===== src/rtl/spm_pkg.sv =====
// package: constants and types for the serial port mode control block
package spm_pkg;
    localparam int unsigned CLK_HZ            = 50000000;
    localparam int unsigned CONSOLE_BAUD      = 9600;
    localparam int unsigned BAUD_MIN          = 110;
    localparam int unsigned BAUD_MAX         = 230400;
    localparam int unsigned CONSOLE_DIV       = CLK_HZ / CONSOLE_BAUD;
    localparam int unsigned DIV_MIN           = CLK_HZ / BAUD_MAX;
    localparam int unsigned DIV_MAX           = CLK_HZ / BAUD_MIN;
    localparam int unsigned DIV_W             = 20;
    localparam int unsigned HOLD_MS           = 1000;
    localparam int unsigned BLINK_MS          = 500;
    localparam int unsigned CHAR_TMO_MS       = 10;
    localparam int unsigned MSG_TMO_MS        = 100;
    localparam int unsigned CYC_PER_MS        = CLK_HZ / 1000;
    localparam int unsigned HOLD_CYC          = HOLD_MS * CYC_PER_MS;
    localparam int unsigned BLINK_CYC         = BLINK_MS * CYC_PER_MS;
    localparam int unsigned CHAR_TMO_CYC      = CHAR_TMO_MS * CYC_PER_MS;
    localparam int unsigned MSG_TMO_CYC       = MSG_TMO_MS * CYC_PER_MS;
    localparam int unsigned INACT_DEF_MIN     = 0;
    localparam int unsigned CYC_PER_MIN       = CYC_PER_MS * 60000;
    localparam int unsigned RST_OFF_CYC       = 16;
    localparam logic [1:0]  DATA_BITS_8       = 2'h3;
    localparam logic [1:0]  STOP_1            = 2'h0;
    localparam logic [1:0]  STOP_15           = 2'h1;
    localparam logic [1:0]  STOP_2            = 2'h2;
    localparam logic [7:0]  EXC_CODE          = 8'h0b;

    typedef enum logic [1:0] {
        SPM_DATA     = 2'h0,
        SPM_FACTORY  = 2'h1,
        SPM_LOOP     = 2'h2,
        SPM_CONSOLE  = 2'h3
    } spm_mode_t;

    typedef enum logic [1:0] {
        SPM_RS232 = 2'h0,
        SPM_RS422 = 2'h1,
        SPM_RS485 = 2'h2
    } spm_if_t;

    typedef enum logic [2:0] {
        SPM_PAR_NONE  = 3'h0,
        SPM_PAR_EVEN  = 3'h1,
        SPM_PAR_ODD   = 3'h2,
        SPM_PAR_MARK  = 3'h3,
        SPM_PAR_SPACE = 3'h4
    } spm_par_t;

    typedef enum logic [2:0] {
        SPM_IDLE  = 3'h0,
        SPM_START = 3'h1,
        SPM_BITS  = 3'h3,
        SPM_PAR   = 3'h2,
        SPM_STOP  = 3'h6
    } spm_st_t;
endpackage


===== src/rtl/spm_serial_port_mode_control.sv =====
// module: serial port mode control, uart, indicators and query gateway
//
// Behaviour
// - both switches on: console mode, gateway queries refused, query_ready_o held low
// - console link is 9600 baud 8-N-1, terminal must match
// - console mode forces the RS-232 electrical interface
// - console mode uses built-in defaults regardless of stored settings
// - first on, second off: loopback, received characters echoed, dropped while the two-entry buffer is full
// - first off, second on: boot factory image, ignore upgraded image
// - both off: data mode with configured RS-232, RS-422 or RS-485
// - reset button held one second then released resets, indicators blink off
// - power indicator toggles with one-second period once ready
// - receive and transmit indicators lit during respective activity
// - baud rate programmable from 110 up to 230400 bit/s
// - parity none/even/odd/mark/space, 5 to 8 bits, 1/1.5/2 stops
// - default RTU framing, 10 ms character and 100 ms message timeouts
// - inactivity timeout defaults to zero minutes, zero disables it
// - default mode plus save restores every setting to factory values
// - RS-232 uses RTS/CTS only when flow control is set so
// - RS-422 gives rx, tx, rts, cts full duplex, handshake if configured
// - RS-485 half duplex, driver enabled only while transmitting
// - optional exception reply when slave misses message timeout, off by default
// - queued network queries forwarded to serial link one at a time
`timescale 1ns/1ns
`default_nettype none
module spm_serial_port_mode_control #(
    parameter int unsigned HOLD_CYC  = spm_pkg::HOLD_CYC,
    parameter int unsigned BLINK_CYC = spm_pkg::BLINK_CYC,
    parameter int unsigned CHAR_CYC  = spm_pkg::CHAR_TMO_CYC,
    parameter int unsigned MSG_CYC   = spm_pkg::MSG_TMO_CYC,
    parameter int unsigned MIN_CYC   = spm_pkg::CYC_PER_MIN
) (
    input  wire logic                    ref_clk_i,
    input  wire logic                    sys_rst_i,
    input  wire logic                    sw_first_i,
    input  wire logic                    sw_second_i,
    input  wire logic                    reset_button_i,
    input  wire logic [spm_pkg::DIV_W-1:0] cfg_baud_div_i,
    input  wire logic [1:0]              cfg_data_bits_i,
    input  wire logic [2:0]              cfg_parity_i,
    input  wire logic [1:0]              cfg_stop_bits_i,
    input  wire logic [1:0]              cfg_if_type_i,
    input  wire logic                    cfg_rtscts_i,
    input  wire logic                    cfg_exc_en_i,
    input  wire logic [7:0]              cfg_inact_min_i,
    input  wire logic                    cfg_default_sel_i,
    input  wire logic                    cfg_save_i,
    input  wire logic                    rx_pin_i,
    input  wire logic                    cts_pin_i,
    input  wire logic [7:0]              query_data_i,
    input  wire logic                    query_valid_i,
    input  wire logic                    query_last_i,
    output logic                         query_ready_o,
    output logic [7:0]                   resp_data_o,
    output logic                         resp_valid_o,
    output logic                         resp_exc_o,
    input  wire logic                    resp_ready_i,
    output logic                         tx_pin_o,
    output logic                         tx_oe_o,
    output logic                         rts_pin_o,
    output logic [1:0]                   mode_o,
    output logic [1:0]                   if_type_o,
    output logic                         factory_boot_o,
    output logic                         console_active_o,
    output logic                         restore_defaults_o,
    output logic                         inact_disconnect_o,
    output logic                         sys_reset_o,
    output logic                         power_ready_indicator_o,
    output logic                         link_run_indicator_o,
    output logic                         receive_activity_indicator_o,
    output logic                         transmit_activity_indicator_o
);
    // ---------------------------------------------------------------
    // input synchronisers
    // ---------------------------------------------------------------
    logic [4:0] sync1_reg;
    logic [4:0] sync2_reg;
    logic       rx_s;
    logic       cts_s;
    logic       btn_s;
    logic       swa_s;
    logic       swb_s;
    always_ff @(posedge ref_clk_i) begin
        if (sys_rst_i) begin
            sync1_reg <= 5'h03;
            sync2_reg <= 5'h03;
        end else begin
            sync1_reg <= {sw_second_i, sw_first_i, reset_button_i, cts_pin_i, rx_pin_i};
            sync2_reg <= sync1_reg;
        end
    end
    assign rx_s  = sync2_reg[0];
    assign cts_s = sync2_reg[1];
    assign btn_s = sync2_reg[2];
    assign swa_s = sync2_reg[3];
    assign swb_s = sync2_reg[4];

    // ---------------------------------------------------------------
    // button reset and mode latch
    // ---------------------------------------------------------------
    logic [31:0] hold_reg;
    logic [4:0]  off_reg;
    logic        btn_rst;
    logic        rst;
    logic [2:0]  settle_reg;
    spm_pkg::spm_mode_t mode_reg;
    assign btn_rst = ~btn_s && (hold_reg >= HOLD_CYC);
    always_ff @(posedge ref_clk_i) begin
        if (sys_rst_i) begin
            hold_reg <= '0;
            off_reg  <= '0;
        end else begin
            hold_reg <= btn_s ? ((hold_reg >= HOLD_CYC) ? hold_reg : hold_reg + 32'h1) : '0;
            if (btn_rst)
                off_reg <= 5'(spm_pkg::RST_OFF_CYC);
            else if (off_reg != '0)
                off_reg <= off_reg - 5'h1;
        end
    end
    assign rst = sys_rst_i || (off_reg != '0);
    assign sys_reset_o = rst;
    always_ff @(posedge ref_clk_i) begin
        if (rst) begin
            settle_reg <= '0;
            mode_reg   <= spm_pkg::SPM_DATA;
        end else if (settle_reg != 3'h7) begin
            settle_reg <= settle_reg + 3'h1;
            mode_reg   <= spm_pkg::spm_mode_t'({swa_s, swb_s});
        end
    end
    logic ready;
    logic console;
    logic loopm;
    assign ready   = settle_reg == 3'h7;
    assign console = ready && mode_reg == spm_pkg::SPM_CONSOLE;
    assign loopm   = ready && mode_reg == spm_pkg::SPM_LOOP;
    assign mode_o           = mode_reg;
    assign console_active_o = console;
    assign factory_boot_o   = ready && mode_reg == spm_pkg::SPM_FACTORY;

    // ---------------------------------------------------------------
    // effective port settings
    // ---------------------------------------------------------------
    logic [spm_pkg::DIV_W-1:0] div;
    logic [1:0] dbits;
    logic [2:0] par;
    logic [1:0] stops;
    logic       fc;
    always_comb begin
        if (console) begin
            div       = spm_pkg::DIV_W'(spm_pkg::CONSOLE_DIV);
            dbits     = spm_pkg::DATA_BITS_8;
            par       = spm_pkg::SPM_PAR_NONE;
            stops     = spm_pkg::STOP_1;
            if_type_o = spm_pkg::SPM_RS232;
            fc        = 1'b0;
        end else begin
            div = (cfg_baud_div_i < spm_pkg::DIV_W'(spm_pkg::DIV_MIN))
                ? spm_pkg::DIV_W'(spm_pkg::DIV_MIN)
                : (cfg_baud_div_i > spm_pkg::DIV_W'(spm_pkg::DIV_MAX))
                ? spm_pkg::DIV_W'(spm_pkg::DIV_MAX) : cfg_baud_div_i;
            dbits     = cfg_data_bits_i;
            par       = cfg_parity_i;
            stops     = cfg_stop_bits_i;
            if_type_o = (cfg_if_type_i > 2'h2) ? spm_pkg::SPM_RS232 : cfg_if_type_i;
            fc        = cfg_rtscts_i && cfg_if_type_i != spm_pkg::SPM_RS485;
        end
    end
    assign restore_defaults_o = cfg_default_sel_i && cfg_save_i && ready;

    // ---------------------------------------------------------------
    // receiver
    // ---------------------------------------------------------------
    spm_pkg::spm_st_t rst_reg;
    logic [spm_pkg::DIV_W-1:0] rcnt_reg;
    logic [2:0] rbit_reg;
    logic [7:0] rsh_reg;
    logic       rdone;
    assign rdone = rst_reg == spm_pkg::SPM_STOP && rcnt_reg == '0;
    always_ff @(posedge ref_clk_i) begin
        if (rst) begin
            rst_reg  <= spm_pkg::SPM_IDLE;
            rcnt_reg <= '0;
            rbit_reg <= '0;
            rsh_reg  <= '0;
        end else if (rcnt_reg != '0) begin
            rcnt_reg <= rcnt_reg - 1'b1;
        end else begin
            unique case (rst_reg)
                spm_pkg::SPM_IDLE: if (!rx_s && ready) begin
                    rst_reg  <= spm_pkg::SPM_START;
                    rcnt_reg <= div >> 1;
                end
                spm_pkg::SPM_START: begin
                    rst_reg  <= rx_s ? spm_pkg::SPM_IDLE : spm_pkg::SPM_BITS;
                    rcnt_reg <= div;
                    rbit_reg <= '0;
                end
                spm_pkg::SPM_BITS: begin
                    rsh_reg  <= {rx_s, rsh_reg[7:1]};
                    rcnt_reg <= div;
                    rbit_reg <= rbit_reg + 3'h1;
                    if (rbit_reg == {1'b1, dbits})
                        rst_reg <= (par == spm_pkg::SPM_PAR_NONE) ? spm_pkg::SPM_STOP
                                                                   : spm_pkg::SPM_PAR;
                end
                spm_pkg::SPM_PAR: begin
                    rst_reg  <= spm_pkg::SPM_STOP;
                    rcnt_reg <= div;
                end
                spm_pkg::SPM_STOP: rst_reg <= spm_pkg::SPM_IDLE;
                default: rst_reg <= spm_pkg::SPM_IDLE;
            endcase
        end
    end
    logic [7:0] rx_byte;
    assign rx_byte = rsh_reg >> (2'h3 - dbits);

    // ---------------------------------------------------------------
    // two-entry buffer feeding transmitter
    // ---------------------------------------------------------------
    logic [7:0] buf_reg [2];
    logic [1:0] cnt_reg;
    logic       wr_ptr_reg;
    logic       rd_ptr_reg;
    logic       in_valid;
    logic [7:0] in_data;
    logic       in_ready;
    logic       out_take;
    logic       busy_reg;
    logic       tx_q;
    assign in_ready = cnt_reg != 2'h2;
    always_comb begin
        if (loopm) begin
            in_valid = rdone;
            in_data  = rx_byte;
        end else begin
            in_valid = query_valid_i && query_ready_o;
            in_data  = query_data_i;
        end
    end
    assign query_ready_o = in_ready && !loopm && !console && !busy_reg;
    always_ff @(posedge ref_clk_i) begin
        if (rst) begin
            cnt_reg    <= '0;
            wr_ptr_reg <= 1'b0;
            rd_ptr_reg <= 1'b0;
            buf_reg[0] <= '0;
            buf_reg[1] <= '0;
        end else begin
            if (in_valid && in_ready) begin
                buf_reg[wr_ptr_reg] <= in_data;
                wr_ptr_reg          <= ~wr_ptr_reg;
            end
            if (out_take)
                rd_ptr_reg <= ~rd_ptr_reg;
            cnt_reg <= cnt_reg + {1'b0, in_valid && in_ready} - {1'b0, out_take};
        end
    end

    // ---------------------------------------------------------------
    // transmitter
    // ---------------------------------------------------------------
    spm_pkg::spm_st_t tst_reg;
    logic [spm_pkg::DIV_W-1:0] tcnt_reg;
    logic [3:0] tbit_reg;
    logic [7:0] tsh_reg;
    logic       tpar_reg;
    logic       cts_ok;
    logic [spm_pkg::DIV_W-1:0] stop_len;
    assign cts_ok   = !fc || !cts_s;
    assign out_take = tst_reg == spm_pkg::SPM_IDLE && cnt_reg != '0 && cts_ok;
    assign stop_len = (stops == spm_pkg::STOP_2) ? div << 1
                    : (stops == spm_pkg::STOP_15) ? div + (div >> 1) : div;
    always_ff @(posedge ref_clk_i) begin
        if (rst) begin
            tst_reg  <= spm_pkg::SPM_IDLE;
            tcnt_reg <= '0;
            tbit_reg <= '0;
            tsh_reg  <= '0;
            tpar_reg <= 1'b0;
            tx_q     <= 1'b1;
        end else if (tcnt_reg != '0) begin
            tcnt_reg <= tcnt_reg - 1'b1;
        end else begin
            unique case (tst_reg)
                spm_pkg::SPM_IDLE: if (out_take) begin
                    tst_reg  <= spm_pkg::SPM_START;
                    tsh_reg  <= buf_reg[rd_ptr_reg];
                    tpar_reg <= 1'b0;
                    tbit_reg <= '0;
                    tx_q     <= 1'b0;
                    tcnt_reg <= div;
                end
                spm_pkg::SPM_START, spm_pkg::SPM_BITS: begin
                    tx_q     <= tsh_reg[0];
                    tpar_reg <= tpar_reg ^ tsh_reg[0];
                    tsh_reg  <= tsh_reg >> 1;
                    tcnt_reg <= div;
                    tbit_reg <= tbit_reg + 4'h1;
                    // parity slot doubles as stop bit when parity is off
                    tst_reg  <= (tbit_reg == {2'h1, dbits}) ? spm_pkg::SPM_PAR
                                                             : spm_pkg::SPM_BITS;
                end
                spm_pkg::SPM_PAR: begin
                    tcnt_reg <= (par == spm_pkg::SPM_PAR_NONE) ? stop_len : div;
                    tst_reg  <= spm_pkg::SPM_STOP;
                    unique case (par)
                        spm_pkg::SPM_PAR_EVEN: tx_q <= tpar_reg;
                        spm_pkg::SPM_PAR_ODD:  tx_q <= ~tpar_reg;
                        spm_pkg::SPM_PAR_SPACE: tx_q <= 1'b0;
                        default:               tx_q <= 1'b1;
                    endcase
                end
                spm_pkg::SPM_STOP: begin
                    tx_q <= 1'b1;
                    if (par != spm_pkg::SPM_PAR_NONE && tbit_reg != 4'hf) begin
                        tcnt_reg <= stop_len;
                        tbit_reg <= 4'hf;
                    end else
                        tst_reg <= spm_pkg::SPM_IDLE;
                end
                default: tst_reg <= spm_pkg::SPM_IDLE;
            endcase
        end
    end
    assign tx_pin_o  = tx_q;
    assign tx_oe_o   = (if_type_o != spm_pkg::SPM_RS485) || tst_reg != spm_pkg::SPM_IDLE;
    assign rts_pin_o = fc ? !in_ready : 1'b0;

    // ---------------------------------------------------------------
    // query sequencing, response and timeouts
    // ---------------------------------------------------------------
    logic [31:0] tmo_reg;
    logic [31:0] gap_reg;
    logic        got_reg;
    logic        resp_v_reg;
    logic        exc_reg;
    logic [7:0]  resp_d_reg;
    always_ff @(posedge ref_clk_i) begin
        if (rst) begin
            busy_reg   <= 1'b0;
            got_reg    <= 1'b0;
            tmo_reg    <= '0;
            gap_reg    <= '0;
            resp_v_reg <= 1'b0;
            exc_reg    <= 1'b0;
            resp_d_reg <= '0;
        end else begin
            if (resp_v_reg && resp_ready_i)
                resp_v_reg <= 1'b0;
            if (query_valid_i && query_ready_o && query_last_i) begin
                busy_reg <= 1'b1;
                got_reg  <= 1'b0;
                tmo_reg  <= '0;
            end else if (busy_reg) begin
                tmo_reg <= tmo_reg + 32'h1;
                gap_reg <= got_reg ? gap_reg + 32'h1 : '0;
                if (rdone && !resp_v_reg) begin
                    resp_v_reg <= 1'b1;
                    resp_d_reg <= rx_byte;
                    exc_reg    <= 1'b0;
                    got_reg    <= 1'b1;
                    gap_reg    <= '0;
                end else if (got_reg && gap_reg >= CHAR_CYC) begin
                    busy_reg <= 1'b0;
                end else if (!got_reg && tmo_reg >= MSG_CYC) begin
                    busy_reg <= 1'b0;
                    if (cfg_exc_en_i && !resp_v_reg) begin
                        resp_v_reg <= 1'b1;
                        exc_reg    <= 1'b1;
                        resp_d_reg <= spm_pkg::EXC_CODE;
                    end
                end
            end
        end
    end
    assign resp_valid_o = resp_v_reg;
    assign resp_data_o  = resp_d_reg;
    assign resp_exc_o   = exc_reg;

    // ---------------------------------------------------------------
    // inactivity and indicators
    // ---------------------------------------------------------------
    logic [31:0] ms_reg;
    logic [7:0]  min_reg;
    logic [31:0] blink_reg;
    logic        pwr_reg;
    logic        act;
    assign act = rdone || out_take || query_valid_i;
    always_ff @(posedge ref_clk_i) begin
        if (rst || act) begin
            ms_reg  <= '0;
            min_reg <= '0;
        end else if (ms_reg >= MIN_CYC - 1) begin
            ms_reg  <= '0;
            min_reg <= (min_reg == 8'hff) ? min_reg : min_reg + 8'h1;
        end else
            ms_reg <= ms_reg + 32'h1;
    end
    assign inact_disconnect_o = cfg_inact_min_i != '0 && min_reg >= cfg_inact_min_i;
    always_ff @(posedge ref_clk_i) begin
        if (rst || !ready) begin
            blink_reg <= '0;
            pwr_reg   <= 1'b0;
        end else if (blink_reg >= BLINK_CYC - 1) begin
            blink_reg <= '0;
            pwr_reg   <= ~pwr_reg;
        end else
            blink_reg <= blink_reg + 32'h1;
    end
    assign power_ready_indicator_o       = pwr_reg;
    assign link_run_indicator_o          = ready;
    assign receive_activity_indicator_o  = rst_reg != spm_pkg::SPM_IDLE;
    assign transmit_activity_indicator_o = tst_reg != spm_pkg::SPM_IDLE;
endmodule
`default_nettype wire


===== config.mk =====
export PLATFORM = sky130hd
export DESIGN_NAME = spm_serial_port_mode_control
export DESIGN_NICKNAME = d
export VERILOG_FILES = /design/src/rtl/spm_pkg.sv /design/src/rtl/spm_serial_port_mode_control.sv
export SDC_FILE = /design/constraint.sdc
export NUM_CORES = 1
export LEC_CHECK = 0
export BUFFER_PORTS_ARGS = -buffer_cell sky130_fd_sc_hd__buf_2
export CAP_MARGIN = 20
export CELL_PAD_IN_SITES_DETAIL_PLACEMENT = 0
export CELL_PAD_IN_SITES_GLOBAL_PLACEMENT = 2
export CORE_MARGIN = 2
export CORE_UTILIZATION = 30
export CTS_BUF_LIST = sky130_fd_sc_hd__clkbuf_16
export CTS_CLUSTER_DIAMETER = 60
export CTS_CLUSTER_SIZE = 28
export DETAILED_ROUTE_END_ITERATION = 16
export GPL_TIMING_DRIVEN = 0
export PLACE_DENSITY = 0.79
export SLEW_MARGIN = 20
export SYNTH_ARGS = -nofsm -noshare
export SYNTH_HDL_FRONTEND = slang
export SYNTH_SLANG_ARGS = --single-unit

===== constraint.sdc =====
create_clock -name ref_clk_i -period 5.7 [get_ports ref_clk_i]
set_input_delay 0.855 -clock ref_clk_i [delete_from_list [all_inputs] [get_ports ref_clk_i]]
set_output_delay 0.855 -clock ref_clk_i [all_outputs]
set_load 0.01 [all_outputs]

After elaboration in Yosys (flattened, before gate mapping)
Memories as Yosys holds them, arrays and structs flattened. A register that Yosys moved wholly into a read port is not among the register bits.
Index checks and enable logic that the tools add are counted.
{"block": "op_classes", "order_cmp": 9, "mux": 75, "shifts": 1, "reduce_logical": 83, "n_bitwise": 10, "add_sub_neg": 16, "n_eq_ne": 34}
{"op": "$mux 20", "count": 11}
{"op": "$add 32x1->32 const B", "count": 5}
{"op": "$pmux 20 s4", "count": 1}
{"op": "$mux 32", "count": 2}
{"op": "$mux 8", "count": 7}
{"op": "$pmux 20 s2", "count": 1}
{"op": "$reduce_bool 20->1", "count": 2}
{"op": "$sub 20x1->20 const B", "count": 2}
{"op": "$ge 32x19->1 const B", "count": 1}
{"op": "$ge 32x23->1 const B", "count": 1}
{"op": "$ge 32x25->1 const B", "count": 1}
{"op": "$ge 32x26->1 const B", "count": 1}
{"op": "$ge 32x32->1 const B", "count": 1}
{"op": "$mux 1", "count": 30}
{"op": "$logic_and 1x1->1", "count": 24}
{"op": "$pmux 3 s4", "count": 2}
{"op": "$add 20x19->20", "count": 1}
{"op": "$gt 20x19->1 const B", "count": 1}
{"op": "$logic_not 20->1", "count": 1}
{"op": "$lt 20x8->1 const B", "count": 1}
{"op": "$mux 3", "count": 6}
{"op": "$ne 2x2->1 const B", "count": 9}
{"op": "$pmux 8 s2", "count": 1}
{"op": "$eq 3x2->1 const B", "count": 5}
{"op": "45 further kinds", "count": 111}
{"block": "totals", "ramBits": 16, "in_bits": 59, "regBits": 276, "n_memories": 1}
{"name": "buf_reg", "depth": 2, "word_bits": 8, "read_ports": 1, "rd_clocked_by_memory_dff": 1, "write_ports": 2, "line": "spm_serial_port_mode_control.sv:222", "rtl": "logic [7:0] buf_reg [2];"}

Depth between registers and ports, before layout
{"block": "logic_depth", "depth_word": 14, "ltp_mapped": 19}

Least setup slack after synthesis
OpenSTA, ideal clock, no wires.
{"block": "synth_timing", "kind": "input -> register", "from": "in cfg_baud_div_i[10] in the netlist's numbering", "to": "reg tcnt_reg[14] in the netlist's numbering", "path_stages": 18, "setup_time_ns": 0.128, "arrival_ns": 4.536, "slack_ns": 1.036, "path_cell_list": "buf_2 -> and3_1 -> nand2_1 -> nor4_1 -> o21ai_1 -> clkbuf_1 -> and3_1 -> clkbuf_1 -> ha_1 -> o21ai_0 -> nand2b_1 -> o311ai_0 -> o31ai_1 -> a32oi_1 -> o41ai_1 -> a21boi_0 -> xor2_1 -> a21oi_1"}
{"block": "synth_via", "elab_chain_len": 10, "elab_cells_between_ends": 13, "cone_classes": "1 x add/sub; 2 x order compare; 10 x mux"}
{"element": "start, declared", "line": "spm_serial_port_mode_control.sv:38", "rtl": "input wire logic [spm_pkg::DIV_W-1:0] cfg_baud_div_i,"}
{"element": "$gt 20x19->1", "line": "spm_serial_port_mode_control.sv:160", "rtl": ": (cfg_baud_div_i > spm_pkg::DIV_W'(spm_pkg::DIV_MAX))"}
{"element": "$mux 20", "line": "spm_serial_port_mode_control.sv:161", "rtl": "? spm_pkg::DIV_W'(spm_pkg::DIV_MAX) : cfg_baud_div_i;"}
{"element": "$mux 20 *", "line": "spm_serial_port_mode_control.sv:159", "rtl": "? spm_pkg::DIV_W'(spm_pkg::DIV_MIN)"}
{"element": "$mux 20 *", "line": "spm_serial_port_mode_control.sv:150", "rtl": "if (console) begin"}
{"element": "$add 20x19->20", "line": "spm_serial_port_mode_control.sv:274", "rtl": ": (stops == spm_pkg::STOP_15) ? div + (div >> 1) : div;"}
{"element": "$mux 20", "line": "spm_serial_port_mode_control.sv:274"}
{"element": "$mux 20", "line": "spm_serial_port_mode_control.sv:273", "rtl": "assign stop_len = (stops == spm_pkg::STOP_2) ? div << 1"}
{"element": "$mux 20, on equally long branches", "line": "spm_serial_port_mode_control.sv:317, spm_serial_port_mode_control.sv:306"}
{"element": "$pmux 20 s4 *", "line": "spm_serial_port_mode_control.sv:286", "rtl": "unique case (tst_reg)"}
{"element": "$mux 20 *", "line": "spm_serial_port_mode_control.sv:283", "rtl": "end else if (tcnt_reg != '0) begin"}
{"element": "end signal, assigned", "line": "spm_serial_port_mode_control.sv:284", "rtl": "tcnt_reg <= tcnt_reg - 1'b1;"}
{"element": "end signal, assigned", "line": "spm_serial_port_mode_control.sv:293", "rtl": "tcnt_reg <= div;"}
{"element": "end signal, assigned", "line": "spm_serial_port_mode_control.sv:318", "rtl": "tcnt_reg <= stop_len;"}
{"element": "end, declared", "line": "spm_serial_port_mode_control.sv:265", "rtl": "logic [spm_pkg::DIV_W-1:0] tcnt_reg;"}
Every way passes the cells marked *; elsewhere a longest branch is shown, timed or not. The select of a mux whose other input is x is not followed.
A chain may end at the register's enable or synchronous reset.

Worst setup path in the final report
{"block": "layout_timing", "from": "in cfg_baud_div_i[19] in the netlist's numbering", "to": "reg tcnt_reg[10] in the netlist's numbering"}
Same word-level chain as after synthesis.

==> impl_metrics.yaml <==
cells_and_area:
  fill_cells: 5438
  final_common_cell: "nor2_1"
  finish.net_count: 2187
  area_delta_synth_final_pct: 16.23
  layout_common_cells: "nor2_1 (325), dfxtp_1 (277), nand2_1 (189)"
  layout-drive-gt1-share: 0.09246
  antenna_cells: 0
global_route:
  grt.total_usage: 0.1594
  grt_pass1_vias: 13430
  grt_max_degree: 24
  grt_pass1_wl_mm: 69.90
  grt-ovfl-total: 0
  antenna_found_initial: 0
power:
  p_per_area_nw_per_um2: 377.5
  swShare: 0.3684
  switchingPower_mw: 2.529
  finalPower_mw: 6.864
  intPower_mw: 4.335
  clkPwrFrac: 0.343
  peakVddDrop_mv: 0.2445
  power_frac_seq: 0.346
  comb_power_share: 0.311
  p_leak_nw: 6.641
synth:
  ys.flop_type: "dfxtp_1"
  syn_inst: 1959
  synth_area_leader_cell: "dfxtp_1"
  synth_area_leaders: "dfxtp_1 (35%), nor2_1 (7.8%), xor2_1 (4.9%)"
  syn-cell-area_um2: 15640
  synth_seq_cells: 293
  seq_area_frac_synth: 0.3852
  synth-edff-count: 16
  ys_async_sr_fraction: 0
  yosys_warnings: 0
  syn_avg_cell_area_um2: 7.985
  synth.distinct_cells: 78
  synth_top_area_frac: 0.3545
floorplan:
  row_count: 83
  die_w_um: 232.3
  core-area_um2: 51410
  start_util: 0.3043
  die_h_um: 232.3
  die_area_um2: 53980
  ioPinCount: 86
detailed_routing:
  ant_nets: 0
  wirelength_mm: 42.86
  drt_iter0_drc: 693
  drc: 0
  vias: 14010
  wire_per_inst_um: 15.37
  dr.pass1.iters: 5
  vias_per_cell: 5.024
timing:
  worst_slew_pin_slew_ns: 0.9746
  rsz0062_at_grt: "no"
  worst_slack_ns: 0.4331
  setup_violations: 0
  min_period_over_period: 0.9240
  hold_violations: 0
  maxSlewViolCount: 0
  fmax_mhz: 189.9
  period_needed_ns: 5.267
  skew_ns: 0.02939
  slew_headroom: 0.3434
critical_path:
  critPathRequiredTime_ns: 6.13
  critPathArrivalTime_ns: 5.70
  startpoint_type: "input port"
  crit_fanout: 10
  crit_path_end_kind: "flop"
  path_class: "in -> reg"
clocking:
  cts_max_level: 2
  ctsHoldBuffers: 0
  cts_max_path_buffers: 3
  cts_buffers: 34
  tritoncts: "done"
  clock-sinks: 293
  clkTransAtPathRegs_ns: 0.07
  clock-root-buffer: "clkbuf_16"
  clk_latency_ns: 0.55
place:
  gp_congestion: 0.8744
  place_worst_setup_slack_ns: -0.3651
  portBuffers: 82
  dp_hpwl_mm: 32.01
flow_run:
  max_cap_violations: 0
worst_hold_path:
  worst_hold_path_type: "reg -> reg"
status:
  outcome: "finished, final reports clean"
==> what timing repair did <==
item / 4_1_cts / 5_1_grt
resized for setup: 0 / 4
setup buffers: 0 / 0
endpoints found under the setup margin: 0 / 7
==> per-layer routing <==
layer / routed length [um] / vias up / GRT usage
met5: 0 / - / 0
met3: 1630 / 70 / 0.02321
met4: 1249 / 0 / 0.05809
li1: - / 7159 / -
met1: 20880 / 6567 / 0.2152
met2: 19100 / 216 / 0.2570
==> synthesized netlist by cell type, drive strengths merged (17+ instances only) <==
cell / instances
nor3: 54
a21oi: 133
nor2b: 27
o21ai: 102
dfxtp: 277
inv: 54
or3: 26
and3: 51
nand3: 72
nand2: 189
mux2i: 36
ha: 44
a211oi: 26
nor4: 25
buf: 17
clkbuf: 64
a31oi: 19
xor2: 87
xnor2: 73
nand4: 27
nor2: 325
==> worst paths after layout <==
check	start	end	slack (ns)	cells after the start
worst max-delay path	cfg_baud_div_i[19]	tcnt_reg[10]$_SDFFE_PP0P_	0.43	18
worst min-delay path	sync1_reg[1]$_SDFF_PP1_	sync2_reg[1]$_SDFF_PP1_	0.42	1
worst max register to register	settle_reg[0]$_SDFFE_PP0N_	tcnt_reg[19]$_SDFFE_PP0P_	0.48	17
worst min register to register	sync1_reg[1]$_SDFF_PP1_	sync2_reg[1]$_SDFF_PP1_	0.42	1
==> power by group through the flow <==
stage	sequential (mW)	combinational [mW]	clock, mW
floorplan	2.39	1.56	0
global placement	2.41	2.12	0
detailed placement	2.42	2.13	0
CTS	2.37	2.14	2.44
global route	2.40	2.38	2.53
finish	2.37	2.13	2.36
==> final cells by class <==
class,count,area [um2],area share
multi-input cells,1537,9133,0.5023
flip-flops and latches,293,6026,0.3314
clock buffers,35,875.8,0.04817
well taps,680,850.8,0.04680
repair buffers,82,410.4,0.02257
clock inverters,26,349.1,0.01920
plain buffers,81,330.3,0.01817
inverters,55,206.4,0.01136
==> cell families after synthesis <==
logic type | synth area share
flops | 0.3852
simple gates | 0.2699
xor+xnor | 0.08959
compound gates | 0.1591
fa+ha+maj | 0.03583
buf+inv | 0.03423
mux | 0.02592
other cells | 0.0002397
==> stage by stage <==
step,hold slack (ns),util,instances,cell area [um2],setup TNS [ns]
after global routing,0.4597,0.3537,2789,18180,0
after detailed placement,0.3941,0.3294,2728,16940,-1.260
after CTS,0.4289,0.3533,2789,18160,0
after global placement,0.3968,0.3293,2728,16930,-1.486
final,0.4232,0.3537,2789,18180,0
after floorplan,0.3895,-,1966,15670,0
==> critical path: stages <==
cell      delay [ns]
buf_2           0.12
nor3_1          0.36
nand2_1         0.16
or4_1           0.51
o21ai_1         0.23
clkbuf_1        0.41
and3_1          0.21
clkbuf_1        0.25
ha_1            0.34
o21ai_0         0.23
nand2b_1        0.11
o311ai_0        0.11
o31ai_1         0.18
a32oi_1         0.60
a31oi_1         0.27
xnor2_1         0.20
a211o_1         0.31
a31oi_1         0.23
No activity file was read; power rests on OpenSTA's default activity.
